`config.mk`:
```
export PLATFORM = sky130hd
export DESIGN_NAME = opcode_decoder
export DESIGN_NICKNAME = d
export VERILOG_FILES = /design/src/logic/opdec_pkg.sv /design/src/logic/opcode_decoder.sv
export SDC_FILE = /design/constraint.sdc
export NUM_CORES = 1
export LEC_CHECK = 0
export BUFFER_PORTS_ARGS = -buffer_cell sky130_fd_sc_hd__clkbuf_2
export CAP_MARGIN = 5
export CORE_MARGIN = 2
export CORE_UTILIZATION = 50
export DETAILED_ROUTE_END_ITERATION = 16
export GPL_TIMING_DRIVEN = 1
export PLACE_DENSITY_LB_ADDON = 0.1
export SLEW_MARGIN = 15
export SYNTH_ARGS = -nofsm -noshare
export SYNTH_HDL_FRONTEND = slang
export SYNTH_SLANG_ARGS = --single-unit
```
`constraint.sdc`:
```
create_clock -name mclk -period 1.58 [get_ports mclk]
set_input_delay 0 -clock mclk [delete_from_list [all_inputs] [get_ports mclk]]
set_output_delay 0 -clock mclk [all_outputs]
set_load 0.01 [all_outputs]
```
`src/logic/opdec_pkg.sv`:
```
// opcode constants, decoded classes and the decode result record
package opdec_pkg;
	localparam logic [7:0] OP_SEG_LOAD = 8'h8E; // 10001110
	localparam logic [7:0] OP_SEG_STORE = 8'h8C; // 10001100
	localparam logic [7:0] OP_TABLE_TRANSLATE_OP_BYTE = 8'hD7; // 11010111
	localparam logic [7:0] OP_EA_LOAD = 8'h8D; // 10001101
	localparam logic [7:0] OP_PTR_DS = 8'hC5; // 11000101
	localparam logic [7:0] OP_PTR_ES = 8'hC4; // 11000100
	localparam logic [7:0] OP_FLAGS_TO_AH = 8'h9F; // 10011111
	localparam logic [7:0] OP_AH_TO_FLAGS = 8'h9E; // 10011110
	localparam logic [7:0] OP_ASCII_ADJ = 8'h37; // 00110111
	localparam logic [7:0] OP_DEC_ADJ = 8'h27; // 00100111
	// six-bit prefixes of forms that carry d and w in the low bits
	localparam logic [5:0] PFX_ADC_RM = 6'h04; // 000100dw
	localparam logic [5:0] PFX_SUB_RM = 6'h0A; // 001010dw
	// seven-bit prefix of a form that carries w in the low bit, then the six-bit immediate group that carries s and w
	localparam logic [6:0] PFX_SBB_ACC = 7'h0E; // 0001110w
	localparam logic [5:0] PFX_IMM_GRP = 6'h20; // 100000sw
	localparam logic [2:0] EXT_SBB = 3'h3; // middle field 011
	localparam int W_BIT = 0;
	localparam int D_BIT = 1;
	localparam int S_BIT = 1;
	localparam int REG_MSB = 5;
	localparam int REG_LSB = 3;
	localparam int SEG_ZERO_BIT = 5;
	localparam int OP_MSB = 7; // top bit of a first byte
	localparam int PFX6_LSB = 2; // low end of a six-bit prefix
	localparam int PFX7_LSB = 1; // low end of a seven-bit prefix
	localparam int MOD_MSB = 7;
	localparam int MOD_LSB = 6;
	localparam int RM_MSB = 2;
	localparam int RM_LSB = 0;
	localparam logic [1:0] IMM_ONE = 2'h1; // one immediate byte follows
	localparam logic [1:0] IMM_TWO = 2'h2; // two immediate bytes follow

	typedef enum logic [4:0] {
		CLS_NONE = 5'h00,
		CLS_SEG_LOAD = 5'h01,
		CLS_SEG_STORE = 5'h02,
		CLS_ADC_RM = 5'h03,
		CLS_SUB_RM = 5'h04,
		CLS_SBB_ACC_IMM = 5'h05,
		CLS_SBB_RM_IMM = 5'h06,
		CLS_TABLE_TABLE_TRANSLATE_OP = 5'h07,
		CLS_EA_LOAD = 5'h08,
		CLS_PTR_DS = 5'h09,
		CLS_PTR_ES = 5'h0A,
		CLS_FLAGS_TO_AH = 5'h0B,
		CLS_AH_TO_FLAGS = 5'h0C,
		CLS_ASCII_ADJ = 5'h0D,
		CLS_DEC_ADJ = 5'h0E,
		CLS_ILLEGAL = 5'h1F
	} op_class_t;

	typedef struct packed {
		op_class_t op_class;
		logic word_op; // 1 = 16-bit operand
		logic reg_is_dest; // 1 = register field is destination
		logic [1:0] imm_bytes; // immediate bytes still to consume
		logic [2:0] reg_field;
		logic [1:0] mod_field;
		logic [2:0] rm_field;
	} decode_t;
endpackage : opdec_pkg

```
`src/logic/opcode_decoder.sv`:
```
// first-byte and operand-mode-byte decoder for transfer and arithmetic opcodes
`timescale 1ns/1ps

// Function
// RULE1: 8E with operand-mode byte bit5 clear moves word into segment register.
// RULE2: 8C with operand-mode byte stores segment register to register or memory.
// RULE3: 000100dw with operand-mode byte is add-with-carry; d,w from low bits.
// RULE4: 001010dw with operand-mode byte is subtract, result to either side.
// RULE5: 0001110w is borrow-subtract immediate from accumulator; 100000sw/011 from r/m.
// RULE6: single byte D7 is table translate into low accumulator byte.
// RULE7: 8D with operand-mode byte loads effective address into register.
// RULE8: C5 with operand-mode byte loads pointer into register and data segment.
// RULE9: C4 with operand-mode byte loads pointer into register and extra segment.
// RULE10: single byte 9F copies flags into accumulator high byte.
// RULE11: single byte 9E writes accumulator high byte into flags.
// RULE12: single byte 37 is unpacked decimal adjust after addition.
// RULE13: single byte 27 is packed decimal adjust after addition.
// RULE14: width bit zero means byte operand, one means word; sets immediate count.
// RULE15: direction bit set makes register field destination, clear makes it source.
module opcode_decoder (
	input wire logic mclk,
	input wire logic rst_b,
	input wire logic [7:0] byte_data,
	input wire logic byte_valid,
	output logic byte_ready,
	output opdec_pkg::decode_t dec_out,
	output logic dec_valid,
	input wire logic dec_ready
);
	typedef enum logic [1:0] {
		ST_FIRST = 2'b00,
		ST_MODE = 2'b01,
		ST_HOLD = 2'b10
	} state_t;

	// ==========================================================
	// reset release
	// the pin reset is asserted at once but released through two flops,
	// so every register below leaves reset on the same clock edge
	logic rst_s1_reg;
	logic rst_s2_reg;
	always_ff @(posedge mclk or negedge rst_b) begin
		if (!rst_b) begin
			rst_s1_reg <= 1'b0;
			rst_s2_reg <= 1'b0;
		end else begin
			rst_s1_reg <= 1'b1;
			rst_s2_reg <= rst_s1_reg;
		end
	end
	wire rst_n_sync = rst_s2_reg;

	// ==========================================================
	// helpers
	// upper six bits of a first byte, the part ahead of d and w
	function automatic logic [5:0] prefix6(input logic [7:0] b);
		return b[opdec_pkg::OP_MSB:opdec_pkg::PFX6_LSB];
	endfunction : prefix6

	// upper seven bits of a first byte, the part ahead of w
	function automatic logic [6:0] prefix7(input logic [7:0] b);
		return b[opdec_pkg::OP_MSB:opdec_pkg::PFX7_LSB];
	endfunction : prefix7

	// addressing mode field of an operand-mode byte
	function automatic logic [1:0] mode_mod(input logic [7:0] m);
		return m[opdec_pkg::MOD_MSB:opdec_pkg::MOD_LSB];
	endfunction : mode_mod

	// register or extension field of an operand-mode byte
	function automatic logic [2:0] mode_reg(input logic [7:0] m);
		return m[opdec_pkg::REG_MSB:opdec_pkg::REG_LSB];
	endfunction : mode_reg

	// register-or-memory field of an operand-mode byte
	function automatic logic [2:0] mode_rm(input logic [7:0] m);
		return m[opdec_pkg::RM_MSB:opdec_pkg::RM_LSB];
	endfunction : mode_rm

	// immediate bytes for a width bit and sign-extend bit
	// a set sign bit squeezes a word immediate into one byte
	function automatic logic [1:0] imm_count(input logic w, input logic s);
		logic [1:0] n;
		n = opdec_pkg::IMM_ONE;
		if (w && !s) begin
			n = opdec_pkg::IMM_TWO;
		end
		return n;
	endfunction : imm_count

	// does this first byte need an operand-mode byte
	// a miss here would decode the mode byte as a new opcode
	function automatic logic needs_mode(input logic [7:0] b);
		logic r;
		r = 1'b0;
		case (b)
			opdec_pkg::OP_SEG_LOAD: r = 1'b1;
			opdec_pkg::OP_SEG_STORE: r = 1'b1;
			opdec_pkg::OP_EA_LOAD: r = 1'b1;
			opdec_pkg::OP_PTR_DS: r = 1'b1;
			opdec_pkg::OP_PTR_ES: r = 1'b1;
			default: begin
				if (prefix6(b) == opdec_pkg::PFX_ADC_RM) begin
					r = 1'b1;
				end
				if (prefix6(b) == opdec_pkg::PFX_SUB_RM) begin
					r = 1'b1;
				end
				if (prefix6(b) == opdec_pkg::PFX_IMM_GRP) begin
					r = 1'b1;
				end
			end
		endcase
		return r;
	endfunction : needs_mode

	// ==========================================================
	// state and captured bytes
	state_t state_reg;
	state_t state_next;
	logic [7:0] first_reg;
	opdec_pkg::decode_t dec_reg;
	opdec_pkg::decode_t dec_next;

	// handshake outputs straight from the state register
	// a held result blocks new bytes until the consumer takes it,
	// so no byte can overwrite a result nobody has seen yet
	assign byte_ready = (state_reg != ST_HOLD);
	assign dec_valid = (state_reg == ST_HOLD);
	// result leaves from flops, never from the decode functions
	assign dec_out = dec_reg;

	// a byte moves only on an edge where both sides agree
	wire take = byte_valid && byte_ready;

	// single-byte and first-byte decode
	// anything not listed falls out as illegal, never as a stale class
	function automatic opdec_pkg::decode_t decode_single(input logic [7:0] b);
		opdec_pkg::decode_t d;
		d = '0;
		d.op_class = opdec_pkg::CLS_ILLEGAL;
		case (b)
			opdec_pkg::OP_TABLE_TRANSLATE_OP_BYTE: begin
				// RULE6: table translate
				d.op_class = opdec_pkg::CLS_TABLE_TABLE_TRANSLATE_OP;
			end
			opdec_pkg::OP_FLAGS_TO_AH: begin
				// RULE10: flags to high
				d.op_class = opdec_pkg::CLS_FLAGS_TO_AH;
			end
			opdec_pkg::OP_AH_TO_FLAGS: begin
				// RULE11: high to flags
				d.op_class = opdec_pkg::CLS_AH_TO_FLAGS;
			end
			opdec_pkg::OP_ASCII_ADJ: begin
				// RULE12: ascii adjust
				d.op_class = opdec_pkg::CLS_ASCII_ADJ;
			end
			opdec_pkg::OP_DEC_ADJ: begin
				// RULE13: decimal adjust
				d.op_class = opdec_pkg::CLS_DEC_ADJ;
			end
			default: begin
				// RULE5: accumulator immediate form
				if (prefix7(b) == opdec_pkg::PFX_SBB_ACC) begin
					d.op_class = opdec_pkg::CLS_SBB_ACC_IMM;
					d.word_op = b[opdec_pkg::W_BIT];
					// RULE14: width sets immediates
					d.imm_bytes = imm_count(b[opdec_pkg::W_BIT], 1'b0);
				end
			end
		endcase
		return d;
	endfunction : decode_single

	// decode of first byte plus operand-mode byte
	// the mode fields are passed on even for an illegal pair,
	// so execution can report what it was handed
	function automatic opdec_pkg::decode_t decode_pair(input logic [7:0] f, input logic [7:0] m);
		opdec_pkg::decode_t d;
		d = '0;
		d.op_class = opdec_pkg::CLS_ILLEGAL;
		d.mod_field = mode_mod(m);
		d.reg_field = mode_reg(m);
		d.rm_field = mode_rm(m);
		// segment, pointer and address forms always move words
		d.word_op = 1'b1;
		case (f)
			opdec_pkg::OP_SEG_LOAD: begin
				// RULE1: segment load needs zero bit
				if (!m[opdec_pkg::SEG_ZERO_BIT]) begin
					d.op_class = opdec_pkg::CLS_SEG_LOAD;
					d.reg_is_dest = 1'b1;
				end
			end
			opdec_pkg::OP_SEG_STORE: begin
				// RULE2: segment store, register field is the source
				d.op_class = opdec_pkg::CLS_SEG_STORE;
			end
			opdec_pkg::OP_EA_LOAD: begin
				// RULE7: address not contents
				d.op_class = opdec_pkg::CLS_EA_LOAD;
				d.reg_is_dest = 1'b1;
			end
			opdec_pkg::OP_PTR_DS: begin
				// RULE8: pointer with data segment
				d.op_class = opdec_pkg::CLS_PTR_DS;
				d.reg_is_dest = 1'b1;
			end
			opdec_pkg::OP_PTR_ES: begin
				// RULE9: pointer with extra segment
				d.op_class = opdec_pkg::CLS_PTR_ES;
				d.reg_is_dest = 1'b1;
			end
			default: begin
				if (prefix6(f) == opdec_pkg::PFX_ADC_RM) begin
					// RULE3: add with carry form
					d.op_class = opdec_pkg::CLS_ADC_RM;
					// RULE14: width bit
					d.word_op = f[opdec_pkg::W_BIT];
					// RULE15: direction bit
					d.reg_is_dest = f[opdec_pkg::D_BIT];
				end else if (prefix6(f) == opdec_pkg::PFX_SUB_RM) begin
					// RULE4: subtract form
					d.op_class = opdec_pkg::CLS_SUB_RM;
					// RULE14: width bit
					d.word_op = f[opdec_pkg::W_BIT];
					// RULE15: direction bit
					d.reg_is_dest = f[opdec_pkg::D_BIT];
				end else if (prefix6(f) == opdec_pkg::PFX_IMM_GRP &&
					mode_reg(m) == opdec_pkg::EXT_SBB) begin
					// other extension codes of this group belong to other blocks
					// RULE5: register or memory immediate form
					d.op_class = opdec_pkg::CLS_SBB_RM_IMM;
					d.word_op = f[opdec_pkg::W_BIT];
					// RULE14: width sets immediates
					d.imm_bytes = imm_count(f[opdec_pkg::W_BIT], f[opdec_pkg::S_BIT]);
				end
			end
		endcase
		return d;
	endfunction : decode_pair

	// next state and result
	// first byte either finishes at once or waits for its mode byte;
	// the result is held until the consumer accepts it
	always_comb begin
		state_next = state_reg;
		dec_next = dec_reg;
		case (state_reg)
			ST_FIRST: begin
				if (take) begin
					if (needs_mode(byte_data)) begin
						state_next = ST_MODE;
					end else begin
						dec_next = decode_single(byte_data);
						state_next = ST_HOLD;
					end
				end
			end
			ST_MODE: begin
				if (take) begin
					dec_next = decode_pair(first_reg, byte_data);
					state_next = ST_HOLD;
				end
			end
			ST_HOLD: begin
				if (dec_ready) begin
					state_next = ST_FIRST;
				end
			end
			default: state_next = ST_FIRST;
		endcase
	end

	// state register
	always_ff @(posedge mclk or negedge rst_n_sync) begin
		if (!rst_n_sync) begin
			state_reg <= ST_FIRST;
		end else begin
			state_reg <= state_next;
		end
	end

	// result register
	always_ff @(posedge mclk or negedge rst_n_sync) begin
		if (!rst_n_sync) begin
			dec_reg <= '0;
		end else begin
			dec_reg <= dec_next;
		end
	end

	// first byte capture
	always_ff @(posedge mclk or negedge rst_n_sync) begin
		if (!rst_n_sync) begin
			first_reg <= 8'h00;
		end else if (take && state_reg == ST_FIRST) begin
			first_reg <= byte_data;
		end
	end
endmodule : opcode_decoder

```
==> flow_summary.ini, run 1 <==
[final_layout]
seqCellArea_um2 = 727
nFillCells = 240
largest_reg_flops = 17
fin_util_pct = 72.7
insertedDiodeCount = 0
drive_above_1_share_pct = 39.6
finalNetCount = 251
multi_input_area_um2 = 910
area_growth_pct = 36.5

[routing]
vias_per_cell = 5.63
vias = 1600
first_pass_iters = 4
wl_mm = 4.29
ant_nets = 0
wl_per_cell_um = 15.1
drt_iter0_drc = 68
remaining_drc_errors = 0

[yosys]
yosys-top-cells-area = dfrtp_1, o21ai_0, nand2_1
synth-async-reset-ratio_pct = 100
ys.flop_type = dfrtp_1
avgSynthCellArea_um2 = 9.37
synth_largest_area_cell = dfrtp_1
ys_warn_count = 0
syn_nets = 187
seq_area_frac_synth_pct = 44.3
ys_types = 41
syn_area_um2 = 1640
synth-seq-cells = 29
synth_top_area_share_pct = 44.3
synthCells = 175
synth_edf_count = 0

[clock_network]
cts_buffers = 5
clk_latency_ns = 0.33
clkSinkCount = 29
path_clk_slew_ns = 0.09
root_buffer = clkbuf_4
cts_tree = yes
h-tree-depth = 2
clock_path_buffers = 2

[floorplan]
fp.coreArea_um2 = 3080
start_util_pct = 53.3
rows = 20
die_w_um = 61.3
io_pins = 31
die_area_um2 = 3750
die_h_um = 61.3

[place]
io_buffers = 30
gp_congestion = 0.847
dp_hpwl_mm = 3.09

[setup_path]
slowest_delay_ns = 0.57
arrival_ns = 2.09
r2r_setup_slack_ns = -0.24
required_ns = 1.86
worstRegToRegCells = 6
rr_startpoint = first_reg[5]
endpoint_kind = register
crit_type = register to register
cp_top_family = simple AND/OR/NAND/NOR gates
cp_slowest_cell = or4b_4
crit_buf_inv = 1
crit_chain = or4b_4, buf_4, nor4_4, o21ai_1, a211oi_2, a21o_1
worstSetupStartpointType = register
rr_endpoint = dec_out[10]
cp_max_fo = 4

[timing]
final-hold-violation-count = 0
max_freq_mhz = 551
clock-skew-final_ns = 0.00462
rsz0062_at_grt = true
holdWs_ns = 0.0532
period_needed_ns = 1.82
slew_violations = 0
fin_crit_sh_pct = 115
finalWorstSetupSlack_ns = -0.236
finalSetupViolations = 9

[min_path]
min-delay-start = byte_data[2]
whs_endpoint = dec_out[2]
worstHoldPathCells = 4
min_path_type = primary input to register

[global_routing]
antenna_found_initial = 0
grt_usage_pct = 25.6
grt_pass1_vias = 1537
grt_max_degree = 28
gr-total-overflow = 0
grt_pass1_wl_mm = 6.96

[power_and_ir_drop]
p_leak_nw = 0.978
p_clk_share_pct = 25.1
total_power_w = 0.00206
switchingPower_w = 0.000677
peakVddDrop_v = 0.000478
internal-power_w = 0.00139
netSwitchingFraction_pct = 32.8
pwr_density_cell_nw_per_um2 = 922
pwr-share-comb_pct = 30.1
seq_power_share_pct = 44.7

[flow_run]
drv_cap = 0

[status]
status = finished, violations left
violations = setup timing
-- placed cells by master (no fill, tap or decap), drive strengths merged, types with 2 or more instances in the layout --
cell and n:
a211oi 3, a21o 2, a21oi 8, a2bb2oi 2
a31oi 3, buf 32, clkbuf 37, dfrtp 29
dlygate4sd3 5, inv 5, mux2 6, nand2 26
nand2b 9, nand3 2, nand3b 3, nor2 4
nor2b 4, nor3 5, nor4 6, nor4b 2
o21ai 20, o31ai 5, or2 2, or3 3
or4 3
-- routing by layer --
layer	track usage, %	routed length, µm
met1	30.6	1880
met4	12.1	89
met2	42.9	2120
met3	6.51	203
met5	0	0
-- cell type report --
cell class | count | share of cell area (%)
clock buffers | 7 | 2.91
clock inverters | 1 | 0.224
inverters | 5 | 0.839
multi-input cells | 131 | 40.7
flip-flops and latches | 29 | 32.5
well taps | 44 | 2.46
repair buffers | 67 | 20.4
-- cell usage after synthesis (4+ instances only) --
cell and count:
a21oi_1 8, buf_2 4, dfrtp_1 29, inv_1 5, mux2_2 6, nand2_1 26, nand2b_1 9, nor2_1 4
nor2b_1 4, nor3_1 5, nor4_1 4, o21ai_0 20, o31ai_1 5
-- worst register-to-register path, delay by kind of cell (launching register included) --
kind	cells	cell delay [ns]
simple gates	2	0.75
flops	1	0.42
buf+inv	1	0.17
compound gates	3	0.42
-- cells by family after synthesis --
family          after synthesis  share of synthesized area [%]
other cells                   1                          0.229
buf+inv                      15                           4.20
compound gates               49                           20.0
mux                           7                           4.73
xor+xnor                      1                          0.534
simple gates                 73                           26.0
flops                        29                           44.3
-- power groups by stage --
stage          Clock (W)  Combinational, W  Sequential [W]
3_3_place_gp           0          0.000534        0.000923
2_1_floorplan          0          0.000292        0.000955
4_1_cts         0.000537          0.000593        0.000918
6_report        0.000519          0.000622        0.000923
5_1_grt         0.000567          0.000676        0.000939
3_5_place_dp           0          0.000550        0.000929
-- stage by stage --
step                std cells  worst slack (ns)  instance area [µm²]  setup TNS, ns
CTS                       281            -0.233                 2180          -1.47
global placement          266            -0.199                 2010          -1.78
global route              284            -0.355                 2240          -2.54
floorplan                 175            -0.140                 1650         -0.485
detailed placement        266            -0.242                 2010          -2.55
finish                    284            -0.236                 2240          -1.72
-- repair_timing --
action                                  CTS  global route
resized for setup                         9             8
buffers inserted                          2             3
endpoints found under the setup margin   17            16
pin swaps                                 6             6
hold endpoints to repair                  5             0
hold buffers                              5             0
-- worst max-delay path by stage --
stage / startpoint / to / slack (ns) / depth (start not counted)
3_5_place_dp: first_reg[5] / dec_out[16] / -0.24 / 5
4_1_cts: first_reg[5] / dec_out[15] / -0.23 / 5
5_1_grt: first_reg[5] / dec_out[15] / -0.36 / 5
6_report: first_reg[5] / dec_out[10] / -0.24 / 6
3_3_place_gp: first_reg[5] / dec_out[16] / -0.20 / 5
2_1_floorplan: first_reg[4] / dec_out[15] / -0.14 / 5
Note: power is estimated with default switching activity, not from simulation.
==> inputs of run 2 (changes only) <==
CORE_UTILIZATION = 40   (was 50)
==> flow_summary.ini, run 2 (synthesized netlist as in run 1, its figures left out) <==
[power_and_ir_drop]
internal-power_w = 0.00149
pwr_density_cell_nw_per_um2 = 948
pwr-share-comb_pct = 30.4
seq_power_share_pct = 41.7
netSwitchingFraction_pct = 32.4
p_leak_nw = 0.995
total_power_w = 0.00221
peakVddDrop_v = 0.000494
switchingPower_w = 0.000717
p_clk_share_pct = 27.9

[setup_path]
crit_type = register to register
endpoint_kind = register
arrival_ns = 2.04
required_ns = 1.72
worstSetupStartpointType = register
cp_max_fo = 3

[global_routing]
antenna_found_initial = 0
grt_usage_pct = 24.0
grt_max_degree = 28
grt_pass1_wl_mm = 7.91
gr-total-overflow = 0
grt_pass1_vias = 1612

[routing]
wl_per_cell_um = 17.1
vias = 1655
remaining_drc_errors = 0
drt_iter0_drc = 126
first_pass_iters = 4
ant_nets = 0
vias_per_cell = 5.69
wl_mm = 4.96

[final_layout]
largest_reg_flops = 17
insertedDiodeCount = 0
fin_util_pct = 58.7
mostFrequentLayoutCells = clkbuf_2, buf_4, dfrtp_1, nand2_1, o21ai_0
area_growth_pct = 42.3
drive_above_1_share_pct = 41.9
finalNetCount = 253
layout_commonest_cell = clkbuf_2
nFillCells = 364

[clock_network]
clock_path_buffers = 2
path_clk_slew_ns = 0.06
root_buffer = clkbuf_8
cts_tree = yes
clkSinkCount = 29
cts_buffers = 5
clk_latency_ns = 0.29
h-tree-depth = 2

[place]
io_buffers = 30
dp_hpwl_mm = 3.27
dp_slack_ns = -0.316
gp_congestion = 0.951

[timing]
worst_pin_slew_ns = 0.777
rsz0062_at_grt = true
finalSetupViolations = 9
final-hold-violation-count = 0
relSlewSlack_pct = 48.0
period_needed_ns = 1.90
max_freq_mhz = 526
clock-skew-final_ns = 0.00868
finalWorstSetupSlack_ns = -0.322
slew_violations = 0
fin_crit_sh_pct = 120

[floorplan]
fp.coreArea_um2 = 3970
rows = 23
io_pins = 31
die_h_um = 68.0
die_area_um2 = 4630
die_w_um = 68.0
start_util_pct = 41.3

[status]
violations = setup timing
status = finished, violations left

[min_path]
min_path_type = primary input to async pin

[flow_run]
drv_cap = 0
-- run 2: cell types whose count changed in the layout (fill, tap and decap cells not counted), sizes merged --
cell / change
dlygate4sd3: -2
buf: +2
o311ai: +2
clkinv: -1
-- run 2: worst paths after layout --
path                              start      endpoint  slack, ns  cells after the start
min                               rst_b    rst_s1_reg       0.04                      2
min reg2reg                  rst_n_sync  first_reg[3]       0.24                      1
max                        first_reg[5]   dec_out[16]      -0.32                      6
max in group asynchronous    rst_n_sync  state_reg[0]       1.07                      1
min in group mclk          byte_data[2]    dec_out[2]       0.11                      4
max reg2reg                first_reg[5]   dec_out[16]      -0.32                      6
-- run 2: power by group through the flow --
stage               combinational, W  clock, W  sequential, W
finish                      0.000671  0.000617       0.000922
detailed placement          0.000567         0       0.000927
global route                0.000728  0.000666       0.000937
CTS                         0.000652  0.000634       0.000919
global placement            0.000558         0       0.000922
floorplan                   0.000292         0       0.000955
-- run 2: area by class of cell --
cell class | instances | area (µm²) | share of cell area, %
multi-input combinational | 133 | 981 | 42.1
sequential | 29 | 727 | 31.2
timing repair buffer | 67 | 457 | 19.6
clock buffer | 7 | 86.3 | 3.70
tap | 50 | 62.6 | 2.68
inverter | 5 | 18.8 | 0.805
-- run 2: critical path: stages (launching register included) --
cell	delay, ns
dfrtp_1	0.39
buf_4	0.14
or3b_2	0.46
a21oi_2	0.26
a211oi_1	0.10
a311oi_2	0.30
o31ai_1	0.11
-- run 2: through the flow --
step	hold slack (ns)	area, µm²	cells	setup TNS, ns
floorplan	-0.296	1650	175	-0.485
global placement	-0.215	2020	273	-2.27
detailed placement	-0.213	2020	273	-2.79
CTS	0.0367	2290	289	-1.79
global route	0.0352	2330	291	-3.09
finish	0.0433	2330	291	-2.03
-- run 2: what timing repair did --
item	CTS	global route
setup buffers	3	2
resized for setup	21	6
hold buffers	3	0
endpoints found under the setup margin	14	14
hold endpoints to repair	4	0
cloned	3	0
pin swaps	8	8
-- run 2: metal layers --
metal | vias up | track usage [%] | share of wire (%)
met1 | 800 | 29.4 | 42
met4 | 0 | 12.8 | 3.6
met3 | 21 | 6.41 | 6.5
li1 | 781 | - | -
met5 | - | 0 | 0
met2 | 53 | 38.3 | 47
==> inputs of run 3 (changes only) <==
SETUP_SLACK_MARGIN = 0.5   (was unset)
clock period = 1.6 ns   (was 1.58 ns; I/O delays follow)
==> flow_summary.ini, run 3 (synthesized netlist as in run 1, its figures left out) <==
[status]
status = finished, violations left
violations = setup timing

[min_path]
min_path_type = primary input to async pin

[timing]
period_needed_ns = 1.82
slew_violations = 0
fin_crit_sh_pct = 114
finalSetupViolations = 9
final-hold-violation-count = 0
max_freq_mhz = 549
clock-skew-final_ns = 0.00690
finalWorstSetupSlack_ns = -0.222
rsz0062_at_grt = true

[final_layout]
stdcell_count = 300
largest_reg_flops = 17
drive_above_1_share_pct = 53.2
layout_commonest_cell = buf_4
insertedDiodeCount = 0
finalNetCount = 261
area_growth_pct = 57.9
mostFrequentLayoutCells = buf_4, dfrtp_1, clkbuf_2, nand2_1, buf_6

[power_and_ir_drop]
p_leak_nw = 1.14
internal-power_w = 0.00154
pwr-share-comb_pct = 35.2
peakVddDrop_v = 0.000509
p_clk_share_pct = 25.3
netSwitchingFraction_pct = 33.5
total_power_w = 0.00232
switchingPower_w = 0.000779
seq_power_share_pct = 39.4
pwr_density_cell_nw_per_um2 = 898

[routing]
wl_mm = 5.35
first_pass_iters = 4
drt_iter0_drc = 128
ant_nets = 0
vias_per_cell = 5.62
wl_per_cell_um = 17.8
vias = 1685
remaining_drc_errors = 0

[floorplan]
die_h_um = 68.0
die_w_um = 68.0
io_pins = 31
fp.coreArea_um2 = 3970
die_area_um2 = 4630
rows = 23
start_util_pct = 41.3

[clock_network]
root_buffer = clkbuf_8
clock_path_buffers = 2
clkSinkCount = 29
cts_buffers = 5
path_clk_slew_ns = 0.06
clk_latency_ns = 0.28
h-tree-depth = 2
cts_tree = yes

[setup_path]
slowest_delay_ns = 0.59
worstSetupStartpointType = register
required_ns = 1.76
cp_top_family = simple AND/OR/NAND/NOR gates
crit_buf_inv = 1
crit_type = register to register
arrival_ns = 1.98
endpoint_kind = register
cp_slowest_cell = or4b_4
crit_chain = or4b_4, nor4_4, buf_4, a221o_1, a31oi_1
cp_max_fo = 4

[place]
dp_cells = 270
dp_hpwl_mm = 3.41
gp_congestion = 0.812
dp_slack_ns = -0.207
io_buffers = 30

[global_routing]
grt_usage_pct = 24.9
grt_pass1_vias = 1685
grt_pass1_wl_mm = 8.34
antenna_found_initial = 0
gr-total-overflow = 0
grt_max_degree = 28

[flow_run]
drv_cap = 0
run 3: final cells by class:
| type | count | area, µm² |
|---|---|---|
| sequential | 29 | 727 |
| multi-input combinational | 131 | 1080 |
| tap | 50 | 62.6 |
| clock inverter | 2 | 10.0 |
| clock buffer | 6 | 72.6 |
| timing repair buffer | 77 | 618 |
| inverter | 5 | 18.8 |
| fill | 318 | 1380 |
run 3: metal layers:
| layer | share of wire [%] | routed length, µm | vias up | track usage (%) |
|---|---|---|---|---|
| met5 | 0 | 0 | - | 0 |
| met4 | 1.8 | 97 | 0 | 10.0 |
| met3 | 6.0 | 323 | 11 | 5.59 |
| met2 | 51 | 2720 | 60 | 42.1 |
| met1 | 41 | 2210 | 819 | 30.7 |
| li1 | - | - | 795 | - |
run 3: through the flow:
step	setup TNS (ns)	hold WS, ns	instance area, µm²	utilization, %
global placement	-1.14	-0.214	2060	51.8
CTS	-1.28	0.00681	2410	60.6
global route	-2.08	0.0520	2590	65.2
finish	-1.35	0.0314	2590	65.2
floorplan	-0.379	-0.296	1740	-
detailed placement	-1.18	-0.207	2060	51.8
run 3: final timing paths:
kind                           endpoint  depth (start not counted)  slack (ns)          from
max in group asynchronous  state_reg[1]                          1        1.06    rst_n_sync
min in group mclk          state_reg[0]                          3        0.08    byte_valid
min                          rst_n_sync                          2        0.03         rst_b
max                         dec_out[13]                          5       -0.22  first_reg[6]
max reg2reg                 dec_out[13]                          5       -0.22  first_reg[6]
min reg2reg                  dec_out[9]                          1        0.26    rst_n_sync
run 3: repair_timing:
action | in CTS | in global routing
gates cloned | 1 | 1
hold buffers | 3 | 0
setup buffers | 14 | 3
resized for setup | 32 | 34
hold endpoints to repair | 4 | 0
pin swaps | 8 | 18
setup endpoints to repair | 29 | 29
run 3: power groups by stage:
stage | clock network [W] | registers, W | logic, W
after floorplan | 0 | 0.000945 | 0.000334
after global placement | 0 | 0.000918 | 0.000582
after detailed placement | 0 | 0.000919 | 0.000593
after CTS | 0.000604 | 0.000910 | 0.000723
after global routing | 0.000646 | 0.000929 | 0.000875
final | 0.000589 | 0.000916 | 0.000819
run 3: worst register-to-register path, cell delays in order, from the launching register on:
cell and delay [ns]:
dfrtp_1 0.39, or4b_4 0.59, nor4_4 0.35, buf_4 0.16, a221o_1 0.14, a31oi_1 0.07
